[src/oesc_pkg.sv]
// package: constants and types for the oscillator enable and sleep control block
package oesc_pkg;
  // ----------------------------------------
  // sleep modes
  // ----------------------------------------
  typedef enum logic [1:0] {OESC_ACTIVE, OESC_IDLE, OESC_STANDBY} oesc_sleep_t;

  // ----------------------------------------
  // reset values
  // ----------------------------------------
  localparam logic RST_ENABLE = 1'b0;
  localparam logic RST_RUN_ON_REQUEST = 1'b1;
  localparam logic RST_STANDBY_RUN = 1'b0;
  localparam logic RST_IRQ_EN = 1'b0;
  localparam logic RST_IRQ_FLAG = 1'b0;

  // ----------------------------------------
  // start-up timing
  // ----------------------------------------
  localparam int STARTUP_W = 4;
  localparam int SU_CNT_W = 24;
  // start-up code n gives 2^n ticks of the oscillator time base
  localparam int OSC_COUNT = 2;
  localparam int IDX_HF = 0;
  localparam int IDX_SLOW = 1;
endpackage

[src/oesc_osc_ctrl.sv]
// module: run decision, start-up masking and ready flag for one oscillator
`timescale 1ns/1ps
module oesc_osc_ctrl
  import oesc_pkg::*;
(
  input wire logic clk_i,
  input wire logic rst_n_i,
  input wire logic enable_i,
  input wire logic run_on_request_i,
  input wire logic standby_run_enable_i,
  input wire logic always_in_sleep_i,
  input wire logic periph_request_i,
  input wire oesc_sleep_t sleep_mode_i,
  input wire logic tick_i,
  input wire logic [STARTUP_W-1:0] startup_i,
  output logic run_o,
  output logic ready_o,
  output logic ready_rise_o
);
  logic [SU_CNT_W-1:0] su_count;
  logic [SU_CNT_W-1:0] su_target;
  logic want_run;
  logic idle_run;
  logic stby_run;
  logic next_ready;

  assign idle_run = !run_on_request_i || periph_request_i;
  assign stby_run = standby_run_enable_i && idle_run;
  assign want_run = enable_i && (always_in_sleep_i
    || (sleep_mode_i == OESC_ACTIVE)
    || (sleep_mode_i == OESC_IDLE && idle_run)
    || (sleep_mode_i == OESC_STANDBY && stby_run));
  assign su_target = SU_CNT_W'(1) << startup_i;
  // ready only after the full count; a stop clears it so restart re-masks
  assign next_ready = want_run && (ready_o || (tick_i && su_count + 1'b1 >= su_target));

  always_ff @(posedge clk_i or negedge rst_n_i)
  begin
    if (!rst_n_i)
    begin
      su_count <= '0;
      run_o <= 1'b0;
      ready_o <= 1'b0;
      ready_rise_o <= 1'b0;
    end
    else
    begin
      run_o <= want_run;
      su_count <= !want_run ? '0 : (tick_i && !ready_o) ? su_count + 1'b1 : su_count;
      ready_o <= next_ready;
      ready_rise_o <= next_ready && !ready_o;
    end
  end
endmodule

[src/oesc_top.sv]
// module: top of the oscillator enable and sleep control block
`timescale 1ns/1ps
module oesc_top
  import oesc_pkg::*;
(
  input wire logic sys_clk_i,
  input wire logic arst_n_i,
  input wire logic por_n_i,
  input wire logic wr_i,
  input wire logic prot_i,
  input wire logic cpu_debug_halt_i,
  input wire logic debugger_access_i,
  input wire logic cold_plug_i,
  input wire logic brownout_high_rst_i,
  input wire logic brownout_core_rst_i,
  input wire logic [OSC_COUNT-1:0] enable_i,
  input wire logic [OSC_COUNT-1:0] run_on_request_i,
  input wire logic [OSC_COUNT-1:0] standby_run_enable_i,
  input wire logic [OSC_COUNT-1:0] crystal_select_i,
  input wire logic [STARTUP_W-1:0] hf_startup_i,
  input wire logic [STARTUP_W-1:0] slow_startup_i,
  input wire logic auto_amplitude_gain_i,
  input wire logic slow_output_enable_i,
  input wire logic [OSC_COUNT-1:0] irq_enable_set_i,
  input wire logic [OSC_COUNT-1:0] irq_enable_clr_i,
  input wire logic [OSC_COUNT-1:0] irq_flag_clr_i,
  input wire logic [OSC_COUNT-1:0] periph_request_i,
  input wire logic [1:0] sleep_mode_i,
  input wire logic tick_i,
  output logic [OSC_COUNT-1:0] osc_run_o,
  output logic [OSC_COUNT-1:0] osc_clk_gate_o,
  output logic [OSC_COUNT-1:0] power_clock_status_o,
  output logic [OSC_COUNT-1:0] irq_flag_o,
  output logic [OSC_COUNT-1:0] irq_enable_o,
  output logic irq_o,
  output logic wake_o,
  output logic osc_in_pin_own_o,
  output logic osc_out_pin_own_o,
  output logic slow_osc_in_pin_own_o,
  output logic slow_osc_out_pin_own_o,
  output logic auto_gain_active_o,
  output logic slow_clk_out_en_o,
  output logic ulp_slow_oscillator_run_o,
  output logic brownout_high_rst_o,
  output logic brownout_core_rst_o
);
  // ----------------------------------------
  // reset and input synchronisers
  // ----------------------------------------
  logic [1:0] rst_sync;
  logic [1:0] por_sync;
  logic rst_n;
  logic por_n;
  logic [1:0] tick_sync;
  logic [1:0] req_meta;
  logic [1:0] req_sync;
  logic [1:0] bo_meta;
  logic [1:0] bo_sync;
  logic tick_prev;
  logic tick_rise;

  assign rst_n = rst_sync[1];
  assign por_n = por_sync[1];

  always_ff @(posedge sys_clk_i or negedge arst_n_i)
  begin
    if (!arst_n_i)
      rst_sync <= 2'h0;
    else
      rst_sync <= {rst_sync[0], 1'b1};
  end

  always_ff @(posedge sys_clk_i or negedge por_n_i)
  begin
    if (!por_n_i)
      por_sync <= 2'h0;
    else
      por_sync <= {por_sync[0], 1'b1};
  end

  // pins and oscillator time base come from other domains
  always_ff @(posedge sys_clk_i or negedge rst_n)
  begin
    if (!rst_n)
    begin
      tick_sync <= 2'h0;
      req_meta <= 2'h0;
      req_sync <= 2'h0;
      bo_meta <= 2'h0;
      bo_sync <= 2'h0;
      tick_prev <= 1'b0;
    end
    else
    begin
      tick_sync <= {tick_sync[0], tick_i};
      req_meta <= periph_request_i;
      req_sync <= req_meta;
      bo_meta <= {brownout_high_rst_i, brownout_core_rst_i};
      bo_sync <= bo_meta;
      tick_prev <= tick_sync[1];
    end
  end

  assign tick_rise = tick_sync[1] && !tick_prev;

  // ----------------------------------------
  // write protection and control latching
  // ----------------------------------------
  logic wr_ok;
  oesc_sleep_t sleep_mode;
  logic [OSC_COUNT-1:0] en;
  logic [OSC_COUNT-1:0] run_on_request;
  logic [OSC_COUNT-1:0] stby;
  logic [OSC_COUNT-1:0] xtal;
  logic [STARTUP_W-1:0] hf_su;
  logic [STARTUP_W-1:0] slow_su;
  logic auto_amplitude_gain;
  logic slow_oe;
  logic [OSC_COUNT-1:0] ready;
  logic [OSC_COUNT-1:0] rise;
  logic [OSC_COUNT-1:0] run;
  logic [OSC_COUNT-1:0] osc_rst_n;

  assign wr_ok = wr_i && (!prot_i || cpu_debug_halt_i || debugger_access_i);
  assign sleep_mode = oesc_sleep_t'(sleep_mode_i);
  // slow oscillator only answers to power-on reset, as a crystal restart is slow
  assign osc_rst_n = {por_n, rst_n};

  // hf controls: reset by the system reset arst_n_i only, not by power-on reset alone
  always_ff @(posedge sys_clk_i or negedge rst_n)
  begin
    if (!rst_n)
    begin
      en[IDX_HF] <= RST_ENABLE;
      run_on_request[IDX_HF] <= RST_RUN_ON_REQUEST;
      stby[IDX_HF] <= RST_STANDBY_RUN;
      xtal[IDX_HF] <= 1'b0;
      hf_su <= '0;
      auto_amplitude_gain <= 1'b0;
    end
    else if (wr_ok)
    begin
      en[IDX_HF] <= enable_i[IDX_HF];
      run_on_request[IDX_HF] <= run_on_request_i[IDX_HF];
      stby[IDX_HF] <= standby_run_enable_i[IDX_HF];
      xtal[IDX_HF] <= crystal_select_i[IDX_HF];
      hf_su <= hf_startup_i;
      auto_amplitude_gain <= auto_amplitude_gain_i;
    end
  end

  // slow controls: kept across all resets but power-on
  always_ff @(posedge sys_clk_i or negedge por_n)
  begin
    if (!por_n)
    begin
      en[IDX_SLOW] <= RST_ENABLE;
      run_on_request[IDX_SLOW] <= RST_RUN_ON_REQUEST;
      stby[IDX_SLOW] <= RST_STANDBY_RUN;
      xtal[IDX_SLOW] <= 1'b0;
      slow_su <= '0;
      slow_oe <= 1'b0;
    end
    else if (wr_ok)
    begin
      en[IDX_SLOW] <= enable_i[IDX_SLOW];
      run_on_request[IDX_SLOW] <= run_on_request_i[IDX_SLOW];
      stby[IDX_SLOW] <= standby_run_enable_i[IDX_SLOW];
      xtal[IDX_SLOW] <= crystal_select_i[IDX_SLOW];
      slow_su <= slow_startup_i;
      slow_oe <= slow_output_enable_i;
    end
  end

  // ----------------------------------------
  // oscillator controllers
  // ----------------------------------------
  // debug halt is not an input of the controllers, so nothing stops on it
  genvar gi;
  generate
    for (gi = 0; gi < OSC_COUNT; gi++)
    begin : g_osc
      oesc_osc_ctrl i_oesc_osc_ctrl (
        .clk_i(sys_clk_i),
        .rst_n_i(osc_rst_n[gi]),
        .enable_i(en[gi]),
        .run_on_request_i(run_on_request[gi]),
        .standby_run_enable_i(stby[gi]),
        .always_in_sleep_i(gi == IDX_SLOW),
        .periph_request_i(req_sync[gi]),
        .sleep_mode_i(sleep_mode),
        .tick_i(tick_rise),
        .startup_i(gi == IDX_HF ? hf_su : slow_su),
        .run_o(run[gi]),
        .ready_o(ready[gi]),
        .ready_rise_o(rise[gi])
      );
    end
  endgenerate

  // ----------------------------------------
  // interrupt flags and enables
  // ----------------------------------------
  logic [OSC_COUNT-1:0] next_flag;
  logic [OSC_COUNT-1:0] next_ien;
  logic [OSC_COUNT-1:0] ien_clr;

  // rising edge wins over a clear in the same cycle; clear is never protected
  assign next_flag = (irq_flag_o & ~irq_flag_clr_i) | rise;
  assign ien_clr = wr_ok ? irq_enable_clr_i : '0;
  assign next_ien = wr_ok ? ((irq_enable_o & ~ien_clr) | irq_enable_set_i) : irq_enable_o;

  always_ff @(posedge sys_clk_i or negedge rst_n)
  begin
    if (!rst_n)
    begin
      irq_flag_o <= {OSC_COUNT{RST_IRQ_FLAG}};
      irq_enable_o <= {OSC_COUNT{RST_IRQ_EN}};
      irq_o <= 1'b0;
      wake_o <= 1'b0;
    end
    else
    begin
      irq_flag_o <= next_flag;
      irq_enable_o <= next_ien;
      irq_o <= |(next_flag & next_ien);
      wake_o <= (sleep_mode == OESC_STANDBY) && |(next_flag & next_ien);
    end
  end

  // ----------------------------------------
  // status, pins and outputs
  // ----------------------------------------
  always_ff @(posedge sys_clk_i or negedge rst_n)
  begin
    if (!rst_n)
    begin
      osc_run_o <= '0;
      osc_clk_gate_o <= '0;
      power_clock_status_o <= '0;
      osc_in_pin_own_o <= 1'b0;
      osc_out_pin_own_o <= 1'b0;
      slow_osc_in_pin_own_o <= 1'b0;
      slow_osc_out_pin_own_o <= 1'b0;
      auto_gain_active_o <= 1'b0;
      slow_clk_out_en_o <= 1'b0;
      ulp_slow_oscillator_run_o <= 1'b0;
      brownout_high_rst_o <= 1'b0;
      brownout_core_rst_o <= 1'b0;
    end
    else
    begin
      osc_run_o <= run;
      osc_clk_gate_o <= ready;
      power_clock_status_o <= ready;
      osc_in_pin_own_o <= en[IDX_HF];
      osc_out_pin_own_o <= en[IDX_HF] && xtal[IDX_HF];
      slow_osc_in_pin_own_o <= en[IDX_SLOW];
      slow_osc_out_pin_own_o <= en[IDX_SLOW] && xtal[IDX_SLOW];
      auto_gain_active_o <= en[IDX_HF] && xtal[IDX_HF] && auto_amplitude_gain;
      slow_clk_out_en_o <= slow_oe && xtal[IDX_SLOW] && ready[IDX_SLOW];
      ulp_slow_oscillator_run_o <= 1'b1;
      // cold-plug lets a too-high brown-out level be corrected
      brownout_high_rst_o <= bo_sync[1] && !cold_plug_i;
      brownout_core_rst_o <= bo_sync[0] && !cold_plug_i;
    end
  end
endmodule

[config.mk]
export PLATFORM = sky130hd
export DESIGN_NAME = oesc_top
export DESIGN_NICKNAME = d
export VERILOG_FILES = /design/src/oesc_pkg.sv /design/src/oesc_osc_ctrl.sv /design/src/oesc_top.sv
export SDC_FILE = /design/constraint.sdc
export NUM_CORES = 1
export LEC_CHECK = 0
export ABC_AREA = 1
export ABC_CLOCK_PERIOD_IN_PS = 3000
export BUFFER_PORTS_ARGS = -buffer_cell sky130_fd_sc_hd__buf_2
export CORE_MARGIN = 1.5
export CORE_UTILIZATION = 45
export CTS_CLUSTER_SIZE = 28
export DETAILED_ROUTE_END_ITERATION = 16
export PLACE_DENSITY = 0.67
export SYNTH_ARGS = -nofsm -noshare
export SYNTH_HDL_FRONTEND = slang
export SYNTH_SLANG_ARGS = --single-unit
[constraint.sdc]
create_clock -name sys_clk_i -period 3 [get_ports sys_clk_i]
set_clock_uncertainty 0.05 [all_clocks]
set_input_delay 0 -clock sys_clk_i [delete_from_list [all_inputs] [get_ports sys_clk_i]]
set_output_delay 0 -clock sys_clk_i [all_outputs]
set_load 0.03 [all_outputs]
## Word-level counts from Yosys, hierarchy flattened

Cells that the tools add are included.

- Add/subtract/negate cells: 2
- $mul: 0
- Div/mod/pow operators: 0
- Magnitude comparators: 2
- Equality and inequality tests: 4
- Shift operators: 2
- Mux-type cells: 6
- Bitwise gates (word level): 7
- Reduce and logical (&&, ||, !) cells: 37

Operators by type and width:

| kind | count |
|---|---|
| two-way mux 24 bit | 4 |
| adder 24 x 1 -> 24 bit (second input constant) | 2 |
| >= comparator 24 bit | 2 |
| left shift 1 x 4 -> 24 bit (first input constant) | 2 |
| logical AND 1 bit | 22 |
| logical OR 1 bit | 7 |
| bitwise AND 2 bit | 3 |
| logical NOT 1 bit | 6 |
| two-way mux 2 bit | 2 |
| inverter 2 bit | 2 |
| OR 2 bit | 2 |
| equality test 2 x 1 -> 1 bit (second input constant) | 1 |
| equality test 2 bit (second input constant) | 1 |
| logical NOT 2 bit | 1 |
| inequality test 2 x 1 -> 1 bit (second input constant) | 1 |
| inequality test 2 bit (second input constant) | 1 |
| OR reduction 2 bit | 1 |

- Register bits: 102
- Bits in latches: 0
- Bits in writable memories: 0
- Memory bits (read-only): 0
- Input port bits: 39
- Output and inout bits: 21
- Memories kept: 0

## Logic depth before layout (Yosys ltp)

- Depth in word-level cells: 12
- Mapped depth: 19

## Hierarchy

From an unflattened synthesis, not the netlist that was laid out.

- Cells, all modules: 729
- Area total of the unflattened synthesis: 6,089.6 um^2

Modules (own cells, without submodules):

| module | instances | cells each | area an instance (um^2) |
|---|---|---|---|
| oesc_osc_ctrl (g_osc[0].i_oesc_osc_ctrl) | 1 | 309 | 2,180.8 |
| oesc_osc_ctrl (g_osc[1].i_oesc_osc_ctrl) | 1 | 309 | 2,179.6 |
| oesc_top | 1 | 111 | 1,729.2 |

## Worst setup path before layout

Ideal clock, no wire load.

- Kind: flip-flop to flip-flop
- Start point: register g_osc[0].i_oesc_osc_ctrl.su_count[0]
- End point: register g_osc[0].i_oesc_osc_ctrl.ready_o
- Library setup time: 0.122 ns
- Arrival: 2.243 ns
- Required time: 2.828 ns
- Setup slack: 0.585 ns
- Cell stages (with the launch flop): 18
- Path buffers: 0
- Cells stage by stage: dfrtp_1 ha_1 nand2_1 nor2_4 nand2_4 nor3_1 xor2_1 inv_1 ha_1 nand2_1 o21a_1 nand2_1 nor2_1 nand2_1 nor2_1 nand3_2 nand2_1 a21oi_1

- Word-level cells in the longest chain between the ends: 5

RTL lines:

| what | RTL line | source |
|---|---|---|
| start, declared | oesc_osc_ctrl.sv:20 | `logic [SU_CNT_W-1:0] su_count;` |
| start signal, assigned | oesc_osc_ctrl.sv:49 | `su_count <= !want_run ? '0 : (tick_i && !ready_o) ? su_count + 1'b1 : su_count;` |
| adder 24 x 1 -> 24 bit | oesc_osc_ctrl.sv:35 | `assign next_ready = want_run && (ready_o \|\| (tick_i && su_count + 1'b1 >= su_target));` |
| >= comparator 24 bit | oesc_osc_ctrl.sv:35 |  |
| logical AND 1 bit | oesc_osc_ctrl.sv:35 |  |
| logical OR 1 bit | oesc_osc_ctrl.sv:35 |  |
| logical AND 1 bit | oesc_osc_ctrl.sv:35 |  |
| named net g_osc[0].i_oesc_osc_ctrl.next_ready | oesc_osc_ctrl.sv:25 | `logic next_ready;` |
| end signal, assigned | oesc_osc_ctrl.sv:50 | `ready_o <= next_ready;` |
| end, declared | oesc_osc_ctrl.sv:17 | `output logic ready_o,` |

The timed path passes the listed nets, and every way through them passes these cells.
A chain may end at the register's enable or synchronous reset.

## Worst setup path after layout

- Start point: register g_osc[1].i_oesc_osc_ctrl.su_count[1]
- End point: register g_osc[1].i_oesc_osc_ctrl.ready_o

- Word-level cells in the longest chain between the ends: 5

RTL lines:

| what | RTL line |
|---|---|
| start, declared | oesc_osc_ctrl.sv:20 |
| start signal, assigned | oesc_osc_ctrl.sv:49 |
| adder 24 x 1 -> 24 bit | oesc_osc_ctrl.sv:35 |
| >= comparator 24 bit | oesc_osc_ctrl.sv:35 |
| logical AND 1 bit | oesc_osc_ctrl.sv:35 |
| logical OR 1 bit | oesc_osc_ctrl.sv:35 |
| logical AND 1 bit | oesc_osc_ctrl.sv:35 |
| named net g_osc[1].i_oesc_osc_ctrl.next_ready | oesc_osc_ctrl.sv:25 |
| end signal, assigned | oesc_osc_ctrl.sv:50 |
| end, declared | oesc_osc_ctrl.sv:17 |

The timed path passes the listed nets, and every way through them passes these cells.

==> metrics.txt <==
Worst Reg-to-Reg Cells=14; Die Height=~120 um; Tcrit/Tclk final=0.9310; arrival time worst endpoint=3.03 ns; die area=between 10000 and 15000 sq um; hold slack=~0.086 ns; CTS tree=built; synth warn=0; ANT cells=0; Routed wire per std cell=~14 um; Worst Hold End=irq_o; met3 usage=0.04068; EDFF count, synth=0; CTS Buf Count=9; DR vias/cell=about 5.1; CTS root buffer=clkbuf_16; setup violators final=0; max_cap viols=0; most common cell after layout, fill and taps aside=nand2_1; GRT Total Usage=0.2139; Initial DRC Count=approximately 290; # rows=between 40 and 50; Leak=0.003409 uW; Final nets=884; # DRC=0; Clock Sink Count=102; H-tree level count=3; global routing met1 resource utilization=0.2976; routability congestion estimate=a little over 0.9; reg2reg start=g_osc[1].i_oesc_osc_ctrl.su_count[1]; Cells after Synth=724; Area Overhead vs Synth=18.81%; top post-synthesis cells by area=dfrtp_1, nand2_1, ha_1; Rel. slew slack=0.6098; DR pass1 iterations=5; Final Slew Violations=0; share of cells above drive strength 1=0.1495; #FFs+latches synth=slightly above 100; Synth area leader=dfrtp_1; I/O pin cnt=60; Min-Delay Path Class=primary input to register; endpoint type of the worst setup path=register; top flop regs=g_osc.i_oesc_osc_ctrl.su_count (48), hf_su (4), slow_su (4); Required @ worst endpoint=approximately 3.2 ns; Fmax achieved=about 360 MHz; Synth Cell Area=between 5000 and 6000 sq um; routed wire length=between 10 and 15 mm; crit start category=register; clk slew on worst S/H paths=0.07 ns; hold violation count in the final report=0; number of global-route vias before repair=roughly 4.8k; initial core utilization=0.4617; peak supply drop=0.3827 mV; most used routing layer=met2; Netlist cell types=37; Worst Hold Launch=irq_enable_clr_i[0]; slew at the pin closest to its max-slew limit=between 0.5 and 0.6 ns; fraction of the yosys area taken by sequential cells=0.4383; Avg Inst Size Synth=8.048 sq um; Tmin final=~2.8 ns; core area=between 10000 and 15000 sq um; asr flop ratio synth=1.000; status=finished clean; RSZ-0062 raised after global routing=no; worst skew pair latency=~0.36 ns; first-pass GRT wire length=about 23 mm; crit-path max FO=3; PwrDens=roughly 470 nW/um^2; Fin Setup TNS=0 ns; most frequent cells in the layout=nand2_1, inv_1, dfrtp_1; Port Buf Inserts=56; Largest Register=g_osc.i_oesc_osc_ctrl.su_count; DPL Wire Length=around 9.7 mm; Bufs on Longest Clock Path=2; WHS Path Cells=5; antenna-violating nets left=0; grt total ovfl=0; reg2reg setup slack=roughly 0.21 ns; met2 track demand over resource=0.3372; via count=approximately 5k; top_reg_cell synth=dfrtp_1; FF-to-FF End=g_osc[1].i_oesc_osc_ctrl.ready_o; DIE WIDTH=116.8 um; post-synth top area share=0.4338; Crit Path Category=register to register; max reg flops=between 40 and 50; initial antenna violation count=0; largest net degree at the start of global routing=between 40 and 50
## cell type report
type	count	area [sq um]
clock buffer	10	229.0
clock inverter	6	57.56
fill	1185	5697
inverter	106	397.9
multi-input combinational	499	2824
sequential	102	2556
tap	172	215.2
timing repair buffer	93	643.1
## power by group
group          leakage [uW]  total, uW  switching, uW  internal (uW)
sequential          0.00132       1540           82.1           1460
clock              0.000142       1160            570            586
combinational       0.00195        530            344            186
## per-layer routing
layer  share of wire  up-vias  routed length (um)
li1                -     2528                   -
met1            0.47     2328                6405
met2            0.45      147                6058
met3           0.060       17                 813
met4           0.016        0                 220
met5               0        -                   0
## metrics by stage
| step | power (uW) | cell area, sq um | worst slack, ns | std cells | util |
|---|---|---|---|---|---|
| finish | 3223 | 6923 | 0.2069 | 988 | 0.5486 |
| detailed placement | 2051 | 6282 | 0.2480 | 938 | 0.4978 |
| floorplan | 1897 | 5834 | 0.5849 | 726 | - |
| CTS | 3251 | 6909 | 0.2195 | 988 | 0.5475 |
| global placement | 2029 | 6282 | 0.2708 | 938 | 0.4978 |
| global route | 3388 | 6923 | 0.02511 | 988 | 0.5486 |
## Yosys cell counts (2+ instances only)
master / number
nand3_2: 5
nor3_1: 6
o22ai_1: 23
nor2_1: 65
dfrtp_1: 101
o21bai_1: 2
inv_1: 99
a21oi_1: 28
o21a_1: 2
xor2_1: 26
mux2_2: 5
nand4_1: 36
clkinv_1: 2
nand2_2: 6
buf_2: 5
nor4_1: 4
buf_4: 2
clkbuf_1: 11
nor2_4: 7
inv_2: 5
ha_1: 34
nand2_1: 171
nand3_1: 32
o21ai_1: 4
o21ai_0: 22
nor2_2: 10
## critical path, cell delays in order, from the launching register on
cell and delay [ns]:
dfrtp_1 0.40, ha_1 0.23, nand3_2 0.11, inv_2 0.11, nand2_1 0.11, nor2_2 0.22, xor2_1 0.25, inv_1 0.09
ha_1 0.28, nand2_1 0.08, nor4_1 0.34, nand2_1 0.16, nand3_2 0.11, nand2_1 0.06, a21oi_2 0.12
## worst max path at each step
stage	start	end	cells after the start
3_5_place_dp	g_osc[0].i_oesc_osc_ctrl.su_count[0]	g_osc[0].i_oesc_osc_ctrl.ready_o	16
5_1_grt	g_osc[0].i_oesc_osc_ctrl.su_count[2]	g_osc[0].i_oesc_osc_ctrl.ready_o	16
3_3_place_gp	g_osc[0].i_oesc_osc_ctrl.su_count[0]	g_osc[0].i_oesc_osc_ctrl.ready_o	17
6_report	g_osc[1].i_oesc_osc_ctrl.su_count[1]	g_osc[1].i_oesc_osc_ctrl.ready_o	14
4_1_cts	g_osc[0].i_oesc_osc_ctrl.su_count[0]	g_osc[0].i_oesc_osc_ctrl.ready_o	16
2_1_floorplan	g_osc[0].i_oesc_osc_ctrl.su_count[0]	g_osc[0].i_oesc_osc_ctrl.ready_o	17
## kinds of logic after synthesis
kind of cell / share of synthesized area
AO/OA/AOI/OAI: 0.08181
XOR/XNOR: 0.04058
adder cells (fa/ha/maj): 0.07301
buffers and inverters: 0.08289
flip-flops: 0.4383
multiplexers: 0.009662
other: 0.0006436
AND/OR/NAND/NOR: 0.2731
## repair_timing
| item | CTS | global route |
|---|---|---|
| setup buffers | 0 | 0 |
| endpoints found under the setup margin | 0 | 4 |
| hold buffers | 34 | 0 |
| resized for setup | 0 | 4 |
| endpoints found under the hold margin | 32 | 0 |
Power figures use the tool's default switching activity.
